$ cat config.mk
export PLATFORM = sky130hd
export DESIGN_NAME = atsc_timer
export DESIGN_NICKNAME = d
export VERILOG_FILES = /design/src/verilog/atsc_timer.v
export VERILOG_INCLUDE_DIRS = /design/src /design/src/verilog
export SDC_FILE = /design/constraint.sdc
export NUM_CORES = 1
export LEC_CHECK = 0
export BUFFER_PORTS_ARGS = -buffer_cell sky130_fd_sc_hd__clkbuf_2
export CORE_UTILIZATION = 27
export CTS_CLUSTER_SIZE = 12
export DETAILED_ROUTE_END_ITERATION = 16
export SLEW_MARGIN = 15
export SYNTH_ARGS = -nofsm -noshare
export SYNTH_HDL_FRONTEND = slang
export SYNTH_SLANG_ARGS = --single-unit
$ cat constraint.sdc
create_clock -name sys_clk_i -period 3.3 [get_ports sys_clk_i]
set_clock_uncertainty 0.1 [all_clocks]
set_input_delay 0.66 -clock sys_clk_i [delete_from_list [all_inputs] [get_ports sys_clk_i]]
set_output_delay 0.66 -clock sys_clk_i [all_outputs]
set_load 0.02 [all_outputs]
$ cat src/verilog/atsc_timer_regs.vh
// register map, field positions and counts of the asynchronous timer block
// assumes an 8-bit register port and one system clock
`ifndef ATSC_TIMER_REGS_VH
`define ATSC_TIMER_REGS_VH

// register byte offsets
`define ATSC_GEN_CTRL 8'ha3
`define ATSC_CTRL_A 8'hb0
`define ATSC_CTRL_B 8'hb1
`define ATSC_COUNT 8'hb2
`define ATSC_CMP_A 8'hb3
`define ATSC_CMP_B 8'hb4
`define ATSC_ASYNC_STATUS 8'hb6
`define ATSC_FLAGS 8'hb7
`define ATSC_IRQ_EN 8'hb8

// reset value of every register
`define ATSC_RST_VAL 8'h00

// holding register indices
`define ATSC_H_COUNT 0
`define ATSC_H_CMPA 1
`define ATSC_H_CMPB 2
`define ATSC_H_CTLA 3
`define ATSC_H_CTLB 4
`define ATSC_NHOLD 5

// field positions
`define ATSC_EXTERNAL_OSC_CLOCK_SELECT_BIT 6
`define ATSC_ASYNC_BIT 5
`define ATSC_FORCE_A_BIT 7
`define ATSC_WGM_HI_BIT 3
`define ATSC_PSR_BIT 1
`define ATSC_FLAG_CMPA 1
`define ATSC_FLAG_OVF 0

// timing counts
`define ATSC_XFER_EDGES 2'h2
`define ATSC_HALT_CYCLES 3'h4
`define ATSC_TOP_MAX 8'hff

`endif
$ cat src/verilog/atsc_timer.v
// asynchronous timer core: clock select, prescaler, write hand-over,
// count read-back, wake-up sequencing and compare-A output unit
// assumes osc_in_pin_i is sampled on sys_clk_i, which runs over 4x its rate
//
// What this block does
// - count, compare and control A/B writes wait in a holding register for two source clock edges
// - five registers each own a separate holding register
// - one busy flag per held register, cleared once transferred
// - compare matches are blocked while count or compare-A writes are pending
// - switching clock source may corrupt count, compare and control
// - after wake the interrupt logic rearms only after one source clock edge
// - wake starts on the system clock cycle after the interrupt condition
// - after wake the processor halts four cycles, then takes the interrupt
// - count reads through a copy refreshed on each source clock edge
// - flags reach the processor side after one timer plus three cycles
// - compare output changes on the timer clock, not re-synchronised
// - source defaults to io clock; async select takes oscillator pin
// - external select lets an external clock drive the oscillator input
// - prescaler gives stop, undivided, /8 /32 /64 /128 /256 /1024
// - prescaler reset bit clears the prescaler phase
// - oscillator stops in deep sleep or without async select; contents lost after it
// - any compare-A mode bit overrides the port; direction still needed
// - non-pwm: 00 off, 01 toggle, 10 clear, 11 set on match
// - fast pwm: 10 clear/set bottom, 11 inverse, 01 toggle if high bit
// - phase correct: 10 clear up-match set down-match, 11 opposite
// - fast pwm with compare at top: ignore match, act at bottom
// - phase correct with compare at top: ignore match, act at top
// - waveform modes 0,1,2,3,5,7 decoded; 4 and 6 reserved
// - force strobe applies match action in non-pwm mode, no flag
`timescale 1ns/1ps
`include "atsc_timer_regs.vh"

module atsc_timer
(
   // clock, reset, enable
   input wire sys_clk_i,
   input wire rst_b_i,
   input wire clk_en_i,
   // register port
   input wire [7:0] addr_i,
   input wire [7:0] wdata_i,
   input wire wr_i,
   input wire rd_i,
   output reg [7:0] rdata_o,
   // oscillator and sleep
   input wire osc_in_pin_i,
   input wire sleep_save_i,
   input wire sleep_deep_i,
   output reg osc_run_o,
   output reg osc_external_o,
   output reg port_c_detach_o,
   // compare output pin
   output reg compare_a_output_o,
   output reg oca_override_o,
   // processor side
   output reg wake_o,
   output reg cpu_halt_o,
   output reg irq_req_o
);

   reg [7:0] hold_ff [0:`ATSC_NHOLD-1];
   reg [1:0] ecnt_ff [0:`ATSC_NHOLD-1];
   reg [`ATSC_NHOLD-1:0] busy_ff;
   wire [`ATSC_NHOLD-1:0] ld;
   reg [7:0] cmpa_ff, cmpb_ff, ctla_ff, cnt_ff, cnt_rd_ff, nxt_rd;
   reg [3:0] ctlb_ff;
   reg [9:0] psc_ff, mask;
   reg [2:0] sh_cmp_ff, sh_ovf_ff, halt_ff;
   reg [1:0] flag_ff, en_ff;
   reg async_ff, external_osc_clock_select_ff, osc_d_ff, down_ff, oc_ff, pend_cmp_ff, pend_ovf_ff;
   reg sleep_d_ff, asleep_ff, can_wake_ff, armed_ff, nxt_oc;

   wire osc_on = async_ff & ~sleep_deep_i;
   wire osc_rise = osc_on & osc_in_pin_i & ~osc_d_ff;
   wire src = async_ff ? osc_rise : 1'b1;
   wire [2:0] cs = ctlb_ff[2:0];
   wire [2:0] wgm = {ctlb_ff[`ATSC_WGM_HI_BIT], ctla_ff[1:0]};
   wire [1:0] com = ctla_ff[7:6];
   wire pwm_fast = (wgm == 3'd3) | (wgm == 3'd7);
   wire pwm_pc = (wgm == 3'd1) | (wgm == 3'd5);
   wire top_cmp = (wgm == 3'd2) | wgm[2];
   wire [7:0] top = top_cmp ? cmpa_ff : `ATSC_TOP_MAX;
   wire tick = src & ((psc_ff & mask) == mask) & (cs != 3'd0);
   wire at_top = cnt_ff == top;
   wire at_bot = cnt_ff == 8'h00;
   wire mtch = tick & (cnt_ff == cmpa_ff) & ~busy_ff[`ATSC_H_COUNT]
      & ~busy_ff[`ATSC_H_CMPA];
   wire top_eq = (cmpa_ff == top) & com[1];
   wire ovf_ev = tick & (pwm_pc ? (at_bot & down_ff) : (cnt_ff == `ATSC_TOP_MAX));
   wire wr_ctlb = wr_i & (addr_i == `ATSC_CTRL_B);
   wire force_a = wr_ctlb & wdata_i[`ATSC_FORCE_A_BIT] & ~pwm_fast & ~pwm_pc;
   wire wake_cond = |(flag_ff & en_ff);

   // prescaler tap selection
   always @*
   begin
      case (cs)
         3'd2: mask = 10'h007;
         3'd3: mask = 10'h01f;
         3'd4: mask = 10'h03f;
         3'd5: mask = 10'h07f;
         3'd6: mask = 10'h0ff;
         3'd7: mask = 10'h3ff;
         default: mask = 10'h000;
      endcase
   end

   // hand-over of held writes, one slot per register
   genvar i;
   generate
      for (i = 0; i < `ATSC_NHOLD; i = i + 1)
      begin : g_hold
         wire hit;
         assign hit = wr_i & (addr_i == `ATSC_CTRL_A + 8'd0 + (i == `ATSC_H_COUNT ? 8'd2 :
            i == `ATSC_H_CMPA ? 8'd3 : i == `ATSC_H_CMPB ? 8'd4 :
            i == `ATSC_H_CTLA ? 8'd0 : 8'd1));
         assign ld[i] = busy_ff[i] & src & (ecnt_ff[i] == `ATSC_XFER_EDGES - 2'd1);
         always @(posedge sys_clk_i)
         begin
            if (!rst_b_i)
            begin
               hold_ff[i] <= `ATSC_RST_VAL;
               ecnt_ff[i] <= 2'd0;
               busy_ff[i] <= 1'b0;
            end
            else if (clk_en_i)
            begin
               if (hit)
               begin
                  hold_ff[i] <= wdata_i;
                  ecnt_ff[i] <= 2'd0;
                  busy_ff[i] <= 1'b1;
               end
               else if (ld[i])
               begin
                  busy_ff[i] <= 1'b0;
                  ecnt_ff[i] <= 2'd0;
               end
               else if (busy_ff[i] & src)
               begin
                  ecnt_ff[i] <= ecnt_ff[i] + 2'd1;
               end
            end
         end
      end
   endgenerate

   // destination registers; source change does not preserve them
   always @(posedge sys_clk_i)
   begin
      if (!rst_b_i)
      begin
         cmpa_ff <= `ATSC_RST_VAL;
         cmpb_ff <= `ATSC_RST_VAL;
         ctla_ff <= `ATSC_RST_VAL;
         ctlb_ff <= 4'h0;
      end
      else if (clk_en_i)
      begin
         if (ld[`ATSC_H_CMPA])
            cmpa_ff <= hold_ff[`ATSC_H_CMPA];
         if (ld[`ATSC_H_CMPB])
            cmpb_ff <= hold_ff[`ATSC_H_CMPB];
         if (ld[`ATSC_H_CTLA])
            ctla_ff <= {hold_ff[`ATSC_H_CTLA][7:4], 2'b00, hold_ff[`ATSC_H_CTLA][1:0]};
         if (ld[`ATSC_H_CTLB])
            ctlb_ff <= hold_ff[`ATSC_H_CTLB][3:0];
      end
   end

   // clock source select, oscillator edge, prescaler
   always @(posedge sys_clk_i)
   begin
      if (!rst_b_i)
      begin
         async_ff <= 1'b0;
         external_osc_clock_select_ff <= 1'b0;
         osc_d_ff <= 1'b0;
         psc_ff <= 10'h000;
      end
      else if (clk_en_i)
      begin
         osc_d_ff <= osc_in_pin_i;
         if (wr_i & (addr_i == `ATSC_ASYNC_STATUS))
         begin
            async_ff <= wdata_i[`ATSC_ASYNC_BIT];
            external_osc_clock_select_ff <= wdata_i[`ATSC_EXTERNAL_OSC_CLOCK_SELECT_BIT];
         end
         if (wr_i & (addr_i == `ATSC_GEN_CTRL) & wdata_i[`ATSC_PSR_BIT])
            psc_ff <= 10'h000;
         else if (src)
            psc_ff <= psc_ff + 10'h001;
      end
   end

   // counter and read-back copy
   always @(posedge sys_clk_i)
   begin
      if (!rst_b_i)
      begin
         cnt_ff <= `ATSC_RST_VAL;
         down_ff <= 1'b0;
         cnt_rd_ff <= `ATSC_RST_VAL;
      end
      else if (clk_en_i)
      begin
         if (ld[`ATSC_H_COUNT])
            cnt_ff <= hold_ff[`ATSC_H_COUNT];
         else if (tick & pwm_pc)
         begin
            if (!down_ff & at_top)
            begin
               down_ff <= 1'b1;
               cnt_ff <= cnt_ff - 8'd1;
            end
            else if (down_ff & at_bot)
            begin
               down_ff <= 1'b0;
               cnt_ff <= cnt_ff + 8'd1;
            end
            else
               cnt_ff <= down_ff ? cnt_ff - 8'd1 : cnt_ff + 8'd1;
         end
         else if (tick)
         begin
            down_ff <= 1'b0;
            cnt_ff <= at_top ? 8'h00 : cnt_ff + 8'd1;
         end
         if (src)
            cnt_rd_ff <= cnt_ff;
      end
   end

   // compare-A waveform decoding
   always @*
   begin
      nxt_oc = oc_ff;
      if (force_a | (mtch & ~pwm_fast & ~pwm_pc))
      begin
         case (com)
            2'b01: nxt_oc = ~oc_ff;
            2'b10: nxt_oc = 1'b0;
            2'b11: nxt_oc = 1'b1;
            default: nxt_oc = oc_ff;
         endcase
      end
      else if (pwm_fast & tick)
      begin
         if (com[1] & at_top)
            nxt_oc = ~com[0];
         else if (com[1] & mtch & ~top_eq)
            nxt_oc = com[0];
         else if ((com == 2'b01) & wgm[2] & mtch)
            nxt_oc = ~oc_ff;
      end
      else if (pwm_pc & tick)
      begin
         if (com[1] & top_eq & at_top & ~down_ff)
            nxt_oc = ~com[0];
         else if (com[1] & mtch & ~top_eq)
            nxt_oc = down_ff ? ~com[0] : com[0];
         else if ((com == 2'b01) & wgm[2] & mtch)
            nxt_oc = ~oc_ff;
      end
   end

   // output compare register follows the timer tick directly
   always @(posedge sys_clk_i)
   begin
      if (!rst_b_i)
         oc_ff <= 1'b0;
      else if (clk_en_i)
         oc_ff <= nxt_oc;
   end

   // event flags: one timer cycle, then three system stages
   always @(posedge sys_clk_i)
   begin
      if (!rst_b_i)
      begin
         pend_cmp_ff <= 1'b0;
         pend_ovf_ff <= 1'b0;
         sh_cmp_ff <= 3'b000;
         sh_ovf_ff <= 3'b000;
         flag_ff <= 2'b00;
         en_ff <= 2'b00;
      end
      else if (clk_en_i)
      begin
         if (tick)
         begin
            pend_cmp_ff <= mtch;
            pend_ovf_ff <= ovf_ev;
         end
         sh_cmp_ff <= {sh_cmp_ff[1:0], tick & pend_cmp_ff};
         sh_ovf_ff <= {sh_ovf_ff[1:0], tick & pend_ovf_ff};
         if (wr_i & (addr_i == `ATSC_IRQ_EN))
            en_ff <= wdata_i[1:0];
         // set wins over a same-cycle clear
         flag_ff[`ATSC_FLAG_CMPA] <= sh_cmp_ff[2] | (flag_ff[`ATSC_FLAG_CMPA]
            & ~(wr_i & (addr_i == `ATSC_FLAGS) & wdata_i[`ATSC_FLAG_CMPA]));
         flag_ff[`ATSC_FLAG_OVF] <= sh_ovf_ff[2] | (flag_ff[`ATSC_FLAG_OVF]
            & ~(wr_i & (addr_i == `ATSC_FLAGS) & wdata_i[`ATSC_FLAG_OVF]));
      end
   end

   // sleep, wake and processor halt sequencing
   always @(posedge sys_clk_i)
   begin
      if (!rst_b_i)
      begin
         sleep_d_ff <= 1'b0;
         asleep_ff <= 1'b0;
         can_wake_ff <= 1'b0;
         armed_ff <= 1'b1;
         halt_ff <= 3'd0;
         wake_o <= 1'b0;
         cpu_halt_o <= 1'b0;
         irq_req_o <= 1'b0;
      end
      else if (clk_en_i)
      begin
         sleep_d_ff <= sleep_save_i;
         wake_o <= 1'b0;
         if (sleep_save_i & ~sleep_d_ff)
         begin
            asleep_ff <= 1'b1;
            can_wake_ff <= armed_ff;
         end
         else if (asleep_ff & can_wake_ff & wake_cond)
         begin
            asleep_ff <= 1'b0;
            armed_ff <= 1'b0;
            wake_o <= 1'b1;
            halt_ff <= `ATSC_HALT_CYCLES;
         end
         else if (!sleep_save_i)
            asleep_ff <= 1'b0;
         if (!armed_ff & src)
            armed_ff <= 1'b1;
         if (halt_ff != 3'd0)
            halt_ff <= halt_ff - 3'd1;
         cpu_halt_o <= (halt_ff != 3'd0) | wake_o;
         irq_req_o <= wake_cond & ~asleep_ff & (halt_ff == 3'd0) & ~wake_o;
      end
   end

   // register read mux
   always @*
   begin
      case (addr_i)
         `ATSC_CTRL_A: nxt_rd = ctla_ff;
         `ATSC_CTRL_B: nxt_rd = {4'h0, ctlb_ff};
         `ATSC_COUNT: nxt_rd = cnt_rd_ff;
         `ATSC_CMP_A: nxt_rd = cmpa_ff;
         `ATSC_CMP_B: nxt_rd = cmpb_ff;
         `ATSC_ASYNC_STATUS: nxt_rd = {1'b0, external_osc_clock_select_ff, async_ff, busy_ff[0], busy_ff[1],
            busy_ff[2], busy_ff[3], busy_ff[4]};
         `ATSC_FLAGS: nxt_rd = {6'h00, flag_ff};
         `ATSC_IRQ_EN: nxt_rd = {6'h00, en_ff};
         default: nxt_rd = 8'h00;
      endcase
   end

   // registered outputs
   always @(posedge sys_clk_i)
   begin
      if (!rst_b_i)
      begin
         rdata_o <= 8'h00;
         osc_run_o <= 1'b0;
         osc_external_o <= 1'b0;
         port_c_detach_o <= 1'b0;
         compare_a_output_o <= 1'b0;
         oca_override_o <= 1'b0;
      end
      else if (clk_en_i)
      begin
         rdata_o <= rd_i ? nxt_rd : 8'h00;
         osc_run_o <= osc_on;
         osc_external_o <= external_osc_clock_select_ff;
         port_c_detach_o <= async_ff;
         compare_a_output_o <= nxt_oc;
         oca_override_o <= |com;
      end
   end

endmodule // atsc_timer

==> qor_table.md, run 1 <==
| Group | Quantity | This run |
|---|---|---|
| logic synthesis | Net Count, Synth | 812 |
| clock network | Cells resized by post-CTS repair | 0 |
| critical path | Ordered list of cells on the worst path | and4_1 > nand4_1 > a211oi_1 > a41oi_1 > and2_0 > a221oi_1 > a21oi_1 |
| placed design | HPWL after DPL | 14.0 mm |
| global route | Antenna violations before repair | 0 |
| cells and area | Layout cells sized above 1 | 0.137 |
| power and ir drop | Leakage Power | 2.87 nW |
| floorplan | Die footprint | 26200 um^2 |
| critical path | Classification of the worst setup path | reg2reg |
| clock network | Clock Tree Buf Depth | 2 |
| job | Number of maximum-capacitance violations | 0 |
| logic synthesis | Synth top area cells | sky130_fd_sc_hd__dfxtp_1 (28%), sky130_fd_sc_hd__edfxtp_1 (19%), sky130_fd_sc_hd__nand2_1 (7.0%), sky130_fd_sc_hd__a21oi_1 (4.9%), sky130_fd_sc_hd__and2_1 (4.1%) |
| logic synthesis | Async set-reset flop share out of synthesis | 0 |
| min path | Class of the most critical hold timing path | reg2reg |
| drt | Routed wire length per instance | 16.9 um |
| global route | Total gr overflow | 0 |
| status | Status | finished, final reports clean |
| floorplan | Die boundary width | 162 um |
| drt | Number of routed nets with antenna violations | 0 |
| cells and area | Area growth syn-to-layout | 17.6% |
| timing | Fin. max-slew vios | 0 |
| drt | Routed Wire Length | 19.6 mm |
| clock network | CTS Hold Buffers Added | 0 |
| power and ir drop | Post-route total power | 4.01 mW |
| timing | Period Utilization, post-route | 0.845 |
| drt | Vias/cell | 5.06 |
| cells and area | Final antenna diode count | 0 |
| placed design | Post-place instance area | 7490 um^2 |
| logic synthesis | Yosys cell types | 76 |
| critical path | Max incr delay on CP | 0.56 ns |
| logic synthesis | Commonest cells in the synthesized netlist | sky130_fd_sc_hd__nand2_1 (129), sky130_fd_sc_hd__dfxtp_1 (96), sky130_fd_sc_hd__a21oi_1 (68) |
| cells and area | Final net count | 852 |
| logic synthesis | Sequential area share after synthesis | 0.471 |
| power and ir drop | Worst ir drop on vdd | 0.381 mV |
| cells and area | Final non-filler cell total | 1162 |
| timing | Total setup violations reported at the end of the flow | 0 |
| timing | Tightest hold margin | 0.365 ns |
| power and ir drop | Pwr Density | 495 nW/um^2 |
| logic synthesis | Post-Synthesis Mean Instance Area | 8.85 um^2 |
| logic synthesis | Top-area cell type share of the netlist area | 0.279 |
| timing | RSZ-0062 raised after global routing | no |
| drt | DRT iter0 DRCs | 555 |
| critical path | Data arrival time of the critical path | 3.00 ns |
| global route | First-pass GRT wire length | 30.3 mm |
| placed design | Number of cells after detailed placement | 1130 |
| clock network | Worst-path clk slew | 0.06 ns |
| drt | Vias after detailed routing | 5880 |
| logic synthesis | Post-synthesis sequential element count | 140 |
| critical path | Category of the worst setup path launch point | flop |
| critical path | Critical path's slowest cell | sky130_fd_sc_hd__dfxtp_1 |
| timing | Worst slew slack as a fraction of its limit | 0.586 |
| timing | Peak Freq | 359 MHz |
| global route | Pin count of the biggest net entering global routing | 47 |
| timing | Fin crit period | 2.79 ns |
| floorplan | Count of boundary I/O pins | 40 |
| clock network | Count of H-tree levels built during CTS | 4 |
| timing | Final Hold Vio Count | 0 |
| drt | TritonRoute pass-1 iters | 8 |
| min path | Startpoint of the worst hold path | cnt_rd_ff[0]$_SDFFE_PN0P_ |
| logic synthesis | Number of synthesized flops with an enable pin | 44 |
| logic synthesis | Mapped Cells | 779 |
| global route | Via count of the first global-routing pass | 5303 |
| drt | # DRC | 0 |
| critical path | Largest fanout on the critical path | 11 |
| floorplan | Count of standard-cell rows | 58 |
| floorplan | Area of the core | 25100 um^2 |
| logic synthesis | Most frequent cell after synthesis | sky130_fd_sc_hd__nand2_1 |
| critical path | R2R Path Start | cnt_ff[1]$_SDFFE_PN0P_ |
| cells and area | Post-route standard cell area excluding fillers | 8110 um^2 |
| critical path | Crit path required time | 3.51 ns |
| timing | Accumulated negative setup slack | 0 ns |
| logic synthesis | Cell type contributing the most total cell area after synthesis | sky130_fd_sc_hd__dfxtp_1 |
| clock network | Library cell used as clock root buffer | sky130_fd_sc_hd__clkbuf_16 |
| clock network | Post-CTS Setup Bufs | 0 |
| clock network | Cts bufs inserted | 17 |
| clock network | Clock tree from TritonCTS | done |
| timing | Slew at the pin closest to its max-slew limit | 0.617 ns |
| placed design | GPL Wtd Cong | 0.861 |
| floorplan | DIE HEIGHT | 162 um |
| clock network | Clock tree sinks | 140 |
| placed design | Total of buffers placed on input and output ports | 39 |
| critical path | Setup crit end kind | flop |
| critical path | First element of the critical path | cnt_ff[1]$_SDFFE_PN0P_ |
| floorplan | Initial Util | 0.274 |
| logic synthesis | Cell Area, Synth | 6890 um^2 |
| clock network | Clock insertion delay at the later pin of the skew report | 0.43 ns |
| logic synthesis | Most common flop cell mapped by yosys | sky130_fd_sc_hd__dfxtp_1 |
| logic synthesis | Number of warnings reported in the yosys synthesis log | 0 |
| global route | GRT Resource Usage Total | 0.151 |
==> layer usage <==
metal,share of wire,vias up,track usage
met5,0,-,0
met4,0.013,0,0.0450
met3,0.058,28,0.0380
met2,0.43,168,0.223
met1,0.49,2810,0.216
li1,-,2874,-
==> cell families (layout without fill, tap and decap cells) <==
logic type / Yosys count / after routing / share of synthesized area
xor+xnor: 15 / 15 / 0.0191
buf+inv: 72 / 125 / 0.0436
simple gates: 350 / 350 / 0.251
compound gates: 174 / 174 / 0.170
fa+ha+maj: 9 / 9 / 0.0163
mux: 19 / 19 / 0.0296
flops: 140 / 140 / 0.471
==> state kept, by name, summed over array words and instances (netlist names), 2 cells and up <==
register / flops
hold_ff: 34
ecnt_ff: 10
psc_ff: 10
cmpa_ff: 8
cmpb_ff: 8
cnt_ff: 8
cnt_rd_ff: 8
rdata_o: 8
ctla_ff: 6
busy_ff: 5
ctlb_ff: 4
halt_ff: 3
sh_cmp_ff: 3
sh_ovf_ff: 3
en_ff: 2
flag_ff: 2
==> power breakdown <==
| group | total (mW) | switching (mW) | internal (mW) | leakage [nW] |
|---|---|---|---|---|
| Combinational | 0.181 | 0.123 | 0.0576 | 1.37 |
| Sequential | 1.83 | 0.0171 | 1.81 | 1.20 |
| Clock | 2.01 | 0.801 | 1.20 | 0.296 |
==> per-stage QoR <==
step / util / worst slack (ns)
2_1_floorplan: - / 0.458
6_report: 0.323 / 0.512
5_1_grt: 0.323 / 0.295
3_5_place_dp: 0.298 / 0.426
3_3_place_gp: 0.298 / 0.489
4_1_cts: 0.323 / 0.527
==> area by class of cell <==
class                      instances  area (um^2)
fill                            2678        17000
multi-input combinational        567         3350
sequential                       140         3240
clock buffer                      17          425
tap                              330          413
timing repair buffer              63          375
clock inverter                    15          189
inverter                          30          113
==> placed cells by master, fill, tap and decap left out, types with 4 or more instances in the layout <==
cell and count:
sky130_fd_sc_hd__a211oi_1 6, sky130_fd_sc_hd__a21oi_1 68, sky130_fd_sc_hd__a222oi_1 4, sky130_fd_sc_hd__a22oi_1 11, sky130_fd_sc_hd__a31o_2 7, sky130_fd_sc_hd__a32o_1 4, sky130_fd_sc_hd__and2_1 45, sky130_fd_sc_hd__and3_1 11
sky130_fd_sc_hd__buf_4 24, sky130_fd_sc_hd__clkbuf_16 17, sky130_fd_sc_hd__clkbuf_2 39, sky130_fd_sc_hd__dfxtp_1 96, sky130_fd_sc_hd__edfxtp_1 44, sky130_fd_sc_hd__ha_1 9, sky130_fd_sc_hd__inv_1 27, sky130_fd_sc_hd__mux2i_1 17
sky130_fd_sc_hd__nand2_1 129, sky130_fd_sc_hd__nand2b_1 8, sky130_fd_sc_hd__nand3_1 26, sky130_fd_sc_hd__nand3b_1 4, sky130_fd_sc_hd__nand4_1 12, sky130_fd_sc_hd__nand4b_1 5, sky130_fd_sc_hd__nor2_1 59, sky130_fd_sc_hd__nor2b_1 7
sky130_fd_sc_hd__nor3_1 11, sky130_fd_sc_hd__nor4_1 5, sky130_fd_sc_hd__o21ai_0 24, sky130_fd_sc_hd__o2bb2ai_1 4, sky130_fd_sc_hd__or3_1 12, sky130_fd_sc_hd__xnor2_1 8, sky130_fd_sc_hd__xor2_1 7
==> path summary, 6_finish.rpt <==
kind / end / cells past startpoint / slack (ns)
min reg2reg: cnt_rd_ff[0]$_SDFFE_PN0P_ / 2 / 0.36
max reg2reg: cnt_ff[1]$_SDFFE_PN0P_ / 7 / 0.51
min: cnt_rd_ff[0]$_SDFFE_PN0P_ / 2 / 0.36
max: cnt_ff[1]$_SDFFE_PN0P_ / 7 / 0.51
==> worst max-delay path: cells and delay by family, from the launching register on <==
kind	cells	cell delay [ns]
AOI/OAI and AO/OA	4	1.28
DFF	1	0.56
and+or+nand+nor	3	0.74
(Power assumes the default switching activity.)
==> inputs of run 2 (changes only) <==
clock period = 2.4 ns   (was 3.3 ns; I/O delays follow)
==> qor_table.md, run 2 (synthesis gave the netlist of run 1 again) <==
| Group | Quantity | This run | Change |
|---|---|---|---|
| status | Status | finished, final reports clean | unchanged |
| cells and area | Register name with the most flops | hold_ff | unchanged |
| timing | Fin crit period | 2.36 ns | was 2.79 ns |
| floorplan | Die boundary width | 162 um | unchanged |
| power and ir drop | Pwr Density | 602 nW/um^2 | was 495 nW/um^2 |
| drt | TritonRoute pass-1 iters | 8 | unchanged |
| timing | Worst slew slack as a fraction of its limit | 0.654 | was 0.586 |
| clock network | Clock tree sinks | 140 | unchanged |
| job | Number of maximum-capacitance violations | 0 | unchanged |
| global route | Pin count of the biggest net entering global routing | 33 | was 47 |
| power and ir drop | Post-route total power | 5.34 mW | was 4.01 mW |
| drt | Routed Wire Length | 20.8 mm | was 19.6 mm |
| critical path | Data arrival time of the critical path | 2.58 ns | was 3.00 ns |
| timing | Fin. max-slew vios | 0 | unchanged |
| clock network | Post-CTS Setup Bufs | 0 | unchanged |
| timing | Accumulated negative setup slack | 0 ns | unchanged |
| floorplan | Count of boundary I/O pins | 40 | unchanged |
| clock network | Cts bufs inserted | 17 | unchanged |
| cells and area | Leading cell type in the layout, fill and taps excluded | sky130_fd_sc_hd__nand2_1 | unchanged |
| timing | Tightest hold margin | 0.202 ns | was 0.365 ns |
| floorplan | Area of the core | 25100 um^2 | unchanged |
| cells and area | Area growth syn-to-layout | 28.6% | was 17.6% |
| timing | RSZ-0062 raised after global routing | yes | was no |
| floorplan | Initial Util | 0.274 | unchanged |
| floorplan | DIE HEIGHT | 162 um | unchanged |
| cells and area | Most frequent cells in the layout | sky130_fd_sc_hd__nand2_1 (128), sky130_fd_sc_hd__buf_4 (110), sky130_fd_sc_hd__dfxtp_1 (92), sky130_fd_sc_hd__a21oi_1 (68), sky130_fd_sc_hd__nor2_1 (59) | was sky130_fd_sc_hd__nand2_1 (129), sky130_fd_sc_hd__dfxtp_1 (96), sky130_fd_sc_hd__a21oi_1 (68), sky130_fd_sc_hd__nor2_1 (59), sky130_fd_sc_hd__and2_1 (45) |
| global route | Via count of the first global-routing pass | 5752 | was 5303 |
| cells and area | Largest registers | hold_ff (34), ecnt_ff (10), psc_ff (10) | unchanged |
| drt | Vias after detailed routing | 6263 | was 5880 |
| timing | Final WS setup | 0.0364 ns | was 0.512 ns |
| placed design | HPWL after DPL | 15.1 mm | was 14.0 mm |
| clock network | Count of H-tree levels built during CTS | 4 | unchanged |
| critical path | Setup crit end kind | flop | unchanged |
| critical path | Classification of the worst setup path | reg2reg | unchanged |
| global route | First-pass GRT wire length | 32.0 mm | was 30.3 mm |
| drt | # DRC | 0 | unchanged |
| clock network | Clock insertion delay at the later pin of the skew report | 0.43 ns | about the same |
| drt | Vias/cell | 5.01 | was 5.06 |
| clock network | Worst-path clk slew | 0.07 ns | was 0.06 ns |
| clock network | Library cell used as clock root buffer | sky130_fd_sc_hd__clkbuf_16 | unchanged |
| critical path | Crit path required time | 2.62 ns | was 3.51 ns |
| critical path | Largest fanout on the critical path | 8 | was 11 |
| drt | DRT iter0 DRCs | 586 | was 555 |
| global route | Antenna violations before repair | 0 | unchanged |
| timing | Slew at the pin closest to its max-slew limit | 0.519 ns | was 0.617 ns |
| clock network | Clock Tree Buf Depth | 2 | unchanged |
| global route | GRT Resource Usage Total | 0.159 | was 0.151 |
| placed design | GPL Wtd Cong | 0.953 | was 0.861 |
| cells and area | Final design utilization | 0.353 | was 0.323 |
| cells and area | Final antenna diode count | 0 | unchanged |
| cells and area | Post-route standard cell area excluding fillers | 8860 um^2 | was 8110 um^2 |
| timing | Period Utilization, post-route | 0.985 | was 0.845 |
| placed design | Number of cells after detailed placement | 1217 | was 1130 |
| min path | Class of the most critical hold timing path | in2reg | was reg2reg |
| floorplan | Count of standard-cell rows | 58 | unchanged |
| cells and area | Layout cells sized above 1 | 0.243 | was 0.137 |
| global route | Total gr overflow | 0 | unchanged |
| timing | Peak Freq | 423 MHz | was 359 MHz |
| power and ir drop | Worst ir drop on vdd | 0.602 mV | was 0.381 mV |
| drt | Routed wire length per instance | 16.6 um | was 16.9 um |
| drt | Number of routed nets with antenna violations | 0 | unchanged |
| placed design | Post-place instance area | 8160 um^2 | was 7490 um^2 |
| floorplan | Die footprint | 26200 um^2 | unchanged |
| power and ir drop | Leakage Power | 3.35 nW | was 2.87 nW |
| timing | Total setup violations reported at the end of the flow | 0 | unchanged |
| cells and area | Final net count | 939 | was 852 |
| critical path | Category of the worst setup path launch point | flop | unchanged |
| timing | Final Hold Vio Count | 0 | unchanged |
| clock network | Clock tree from TritonCTS | done | unchanged |
| clock network | CTS Hold Buffers Added | 0 | unchanged |
| placed design | Total of buffers placed on input and output ports | 39 | unchanged |
| placed design | Setup slack after placement | -0.192 ns | was 0.426 ns |
| cells and area | Final non-filler cell total | 1249 | was 1162 |
| cells and area | Max FFs per register | 34 | unchanged |
-- run 2: cell types whose count changed in the layout (fill, tap and decap cells not counted), moves of 2 or more --
cell,previous run,this run
sky130_fd_sc_hd__o2111ai_1,3,1
sky130_fd_sc_hd__o21ai_0,24,20
sky130_fd_sc_hd__o2111ai_2,0,2
sky130_fd_sc_hd__o21ai_1,3,5
sky130_fd_sc_hd__dfxtp_1,96,92
sky130_fd_sc_hd__dfxtp_2,0,4
sky130_fd_sc_hd__buf_4,24,110
sky130_fd_sc_hd__o21ai_2,0,2
sky130_fd_sc_hd__bufinv_16,3,1
-- run 2: routing by layer --
| metal | vias to the layer above | global-route usage | wire length, um |
|---|---|---|---|
| met4 | 0 | 0.0390 | 199 |
| met2 | 200 | 0.239 | 9370 |
| met3 | 17 | 0.0426 | 1390 |
| met1 | 3007 | 0.225 | 9830 |
| li1 | 3039 | - | - |
| met5 | - | 0 | 0 |
-- run 2: worst max-delay path: stages, from the launching register on --
cell and delay [ns]:
sky130_fd_sc_hd__dfxtp_2 0.36, sky130_fd_sc_hd__xor2_1 0.15, sky130_fd_sc_hd__a221o_1 0.34, sky130_fd_sc_hd__o32a_4 0.41, sky130_fd_sc_hd__o31a_4 0.34, sky130_fd_sc_hd__a31oi_1 0.18
sky130_fd_sc_hd__o2111ai_1 0.11, sky130_fd_sc_hd__a32o_1 0.27
-- run 2: timing repair --
item                                    CTS  global route
pin swaps                                 0             2
endpoints found under the setup margin    7            10
gates resized for setup                   4            23
-- run 2: power breakdown --
group | internal, mW | switching [mW] | total [mW] | leakage [nW]
Sequential | 2.49 | 0.0226 | 2.51 | 1.20
Clock | 1.44 | 1.12 | 2.56 | 0.270
Combinational | 0.0917 | 0.176 | 0.267 | 1.88
Total | 4.02 | 1.32 | 5.34 | 3.35
-- run 2: final timing paths --
kind,from,to,slack (ns),cells past startpoint
worst max-delay path,cnt_ff[0]$_SDFFE_PN0P_,cnt_ff[3]$_SDFFE_PN0P_,0.04,7
worst min-delay path,osc_in_pin_i,osc_d_ff$_SDFFE_PN0P_,0.20,3
worst max register to register,cnt_ff[0]$_SDFFE_PN0P_,cnt_ff[3]$_SDFFE_PN0P_,0.04,7
worst min register to register,ctla_ff[5]$_SDFFE_PN0P_,ctla_ff[5]$_SDFFE_PN0P_,0.36,2
-- run 2: area by class of cell --
cell class / count / area [um^2]
clock buffers: 17 / 425
multi-input cells: 567 / 3480
well taps: 330 / 413
clock inverters: 15 / 139
inverters: 30 / 113
flip-flops and latches: 140 / 3250
fillers: 2614 / 16200
repair buffers: 150 / 1040
==> inputs of run 3 (changes only) <==
CORE_UTILIZATION = 35   (was 27)
==> qor_table.md, run 3 (synthesis gave the netlist of run 1 again) <==
| Group | Quantity | This run | Change |
|---|---|---|---|
| status | Status | finished, final reports clean | unchanged |
| floorplan | Area of the core | 19000 um^2 | was 25100 um^2 |
| timing | Total setup violations reported at the end of the flow | 0 | unchanged |
| cells and area | Max FFs per register | 34 | unchanged |
| global route | Pin count of the biggest net entering global routing | 29 | was 33 |
| cells and area | Register name with the most flops | hold_ff | unchanged |
| floorplan | Count of standard-cell rows | 50 | was 58 |
| critical path | Setup crit end kind | flop | unchanged |
| clock network | Count of H-tree levels built during CTS | 4 | unchanged |
| placed design | HPWL after DPL | 15.2 mm | was 15.1 mm |
| cells and area | Largest registers | hold_ff (34), ecnt_ff (10), psc_ff (10) | unchanged |
| drt | Routed wire length per instance | 17.4 um | was 16.6 um |
| job | Number of maximum-capacitance violations | 0 | unchanged |
| cells and area | Final design utilization | 0.462 | was 0.353 |
| cells and area | Most frequent cells in the layout | sky130_fd_sc_hd__nand2_1 (128), sky130_fd_sc_hd__buf_4 (110), sky130_fd_sc_hd__dfxtp_1 (90), sky130_fd_sc_hd__a21oi_1 (68), sky130_fd_sc_hd__nor2_1 (59) | was sky130_fd_sc_hd__nand2_1 (128), sky130_fd_sc_hd__buf_4 (110), sky130_fd_sc_hd__dfxtp_1 (92), sky130_fd_sc_hd__a21oi_1 (68), sky130_fd_sc_hd__nor2_1 (59) |
| min path | Class of the most critical hold timing path | in2reg | unchanged |
| floorplan | DIE HEIGHT | 142 um | was 162 um |
| power and ir drop | Pwr Density | 623 nW/um^2 | was 602 nW/um^2 |
| clock network | Library cell used as clock root buffer | sky130_fd_sc_hd__clkbuf_16 | unchanged |
| global route | GRT Resource Usage Total | 0.210 | was 0.159 |
| global route | Global-route track usage on met2 | 0.316 | was 0.239 |
| global route | Total gr overflow | 0 | unchanged |
| timing | Period Utilization, post-route | 0.970 | was 0.985 |
| cells and area | Area of the multi-input gates | 3470 um^2 | was 3480 um^2 |
| drt | Vias after detailed routing | 6240 | was 6263 |
| global route | GR Layer Usage met1 | 0.295 | was 0.225 |
| clock network | Cts bufs inserted | 17 | unchanged |
| power and ir drop | Worst ir drop on vdd | 0.478 mV | was 0.602 mV |
| timing | Slew at the pin closest to its max-slew limit | 0.487 ns | was 0.519 ns |
| power and ir drop | Proportion of power drawn by flip-flops and latches | 0.458 | was 0.470 |
| critical path | Category of the worst setup path launch point | flop | unchanged |
| floorplan | Count of boundary I/O pins | 40 | unchanged |
| timing | Fin. max-slew vios | 0 | unchanged |
| cells and area | Layout cells sized above 1 | 0.244 | was 0.243 |
| clock network | Clock tree from TritonCTS | done | unchanged |
| timing | Peak Freq | 430 MHz | was 423 MHz |
| timing | Tightest hold margin | 0.234 ns | was 0.202 ns |
| global route | Busiest grt layer | met2 | unchanged |
| drt | # DRC | 0 | unchanged |
| placed design | GPL Wtd Cong | 0.919 | was 0.953 |
| cells and area | Area growth syn-to-layout | 27.4% | was 28.6% |
| clock network | Worst-path clk slew | 0.06 ns | was 0.07 ns |
| critical path | Classification of the worst setup path | reg2reg | unchanged |
| cells and area | Final net count | 939 | unchanged |
| placed design | Total of buffers placed on input and output ports | 39 | unchanged |
| drt | TritonRoute pass-1 iters | 6 | was 8 |
| critical path | Crit path required time | 2.63 ns | was 2.62 ns |
| drt | DRT iter0 DRCs | 504 | was 586 |
| floorplan | Die footprint | 20300 um^2 | was 26200 um^2 |
| power and ir drop | Post-route total power | 5.47 mW | was 5.34 mW |
| drt | Vias/cell | 5.29 | was 5.01 |
| timing | Final Hold Vio Count | 0 | unchanged |
| drt | Routed Wire Length | 20.6 mm | was 20.8 mm |
| power and ir drop | Switching share of power | 0.229 | was 0.247 |
| global route | Via count of the first global-routing pass | 5751 | was 5752 |
| power and ir drop | Proportion of power drawn by combinational gates | 0.049 | was 0.050 |
| timing | RSZ-0062 raised after global routing | no | was yes |
| placed design | Setup slack after placement | -0.164 ns | was -0.192 ns |
| critical path | Data arrival time of the critical path | 2.56 ns | was 2.58 ns |
| floorplan | Initial Util | 0.362 | was 0.274 |
| global route | Met3 routing resource usage after global routing | 0.0410 | was 0.0426 |
| critical path | Largest fanout on the critical path | 5 | was 8 |
| floorplan | Die boundary width | 142 um | was 162 um |
| cells and area | Count of fill cells added during filler insertion | 1883 | was 2614 |
| clock network | Clock Tree Buf Depth | 2 | unchanged |
| power and ir drop | Switching power | 1.25 mW | was 1.32 mW |
| clock network | CTS Hold Buffers Added | 0 | unchanged |
| power and ir drop | Clock power share | 0.493 | was 0.480 |
| power and ir drop | Internal power contribution | 4.22 mW | was 4.02 mW |
| timing | Fin crit period | 2.33 ns | was 2.36 ns |
| placed design | Number of cells after detailed placement | 1144 | was 1217 |
| timing | Final WS setup | 0.0719 ns | was 0.0364 ns |
| drt | Number of routed nets with antenna violations | 0 | unchanged |
| cells and area | Register area | 3250 um^2 | about the same |
| global route | Antenna violations before repair | 1 | was 0 |
| global route | First-pass GRT wire length | 31.9 mm | was 32.0 mm |
| timing | Worst slew slack as a fraction of its limit | 0.675 | was 0.654 |
| power and ir drop | Leakage Power | 3.32 nW | was 3.35 nW |
| cells and area | Final non-filler cell total | 1180 | was 1249 |
| cells and area | Leading cell type in the layout, fill and taps excluded | sky130_fd_sc_hd__nand2_1 | unchanged |
| clock network | Clock tree sinks | 140 | unchanged |
| clock network | Clock insertion delay at the later pin of the skew report | 0.43 ns | about the same |
==> run 3: power by group through the flow <==
stage                     registers [mW]  logic, mW  clock network, mW
after floorplan                     2.56      0.132                  0
after global placement              2.56      0.263                  0
after detailed placement            2.56      0.266                  0
after CTS                           2.51      0.267               2.73
after global routing                2.51      0.289               2.81
final                               2.51      0.267               2.70
==> run 3: cell type report <==
cell class / instances / area share
Clock buffer: 18 / 0.0489
Sequential cell: 140 / 0.370
Timing Repair Buffer: 149 / 0.116
Multi-Input combinational cell: 568 / 0.395
Inverter: 30 / 0.0128
Tap cell: 260 / 0.0371
Clock inverter: 14 / 0.0194
Antenna cell: 1 / 0.000285
==> run 3: per-layer routing <==
metal / vias up / wire length, um
li1: 3050 / -
met1: 2989 / 9860
met2: 178 / 9340
met3: 23 / 1060
met4: 0 / 301
met5: - / 0
==> run 3: what timing repair did <==
action	in CTS	in global routing
pin swaps	0	7
cloned	0	1
resized for setup	2	26
buffers inserted	1	1
setup endpoints to repair	2	9
==> run 3: worst paths after layout <==
path	depth (start not counted)	end	slack (ns)	start
setup / recovery	7	cnt_ff[7]$_SDFFE_PN0P_	0.07	psc_ff[6]$_SDFFE_PN0P_
hold / removal	3	osc_d_ff$_SDFFE_PN0P_	0.23	osc_in_pin_i
setup reg to reg	7	cnt_ff[7]$_SDFFE_PN0P_	0.07	psc_ff[6]$_SDFFE_PN0P_
hold reg to reg	2	pend_cmp_ff$_SDFFE_PN0P_	0.36	pend_cmp_ff$_SDFFE_PN0P_
==> run 3: worst max-delay path, stage by stage, from the launching register on <==
cell	delay [ns]
sky130_fd_sc_hd__dfxtp_1	0.43
sky130_fd_sc_hd__and3b_1	0.21
sky130_fd_sc_hd__o31ai_2	0.28
sky130_fd_sc_hd__o2111ai_2	0.30
sky130_fd_sc_hd__a41oi_2	0.33
sky130_fd_sc_hd__nand2_1	0.07
sky130_fd_sc_hd__or3_1	0.31
sky130_fd_sc_hd__a41oi_1	0.21
==> run 3: per-stage QoR <==
| step | setup TNS (ns) | instance area [um^2] |
|---|---|---|
| 3_3_place_gp | -0.693 | 8040 |
| 6_report | 0 | 8780 |
| 2_1_floorplan | -0.0638 | 6890 |
| 5_1_grt | 0 | 8780 |
| 4_1_cts | 0 | 8650 |
| 3_5_place_dp | -0.913 | 8040 |
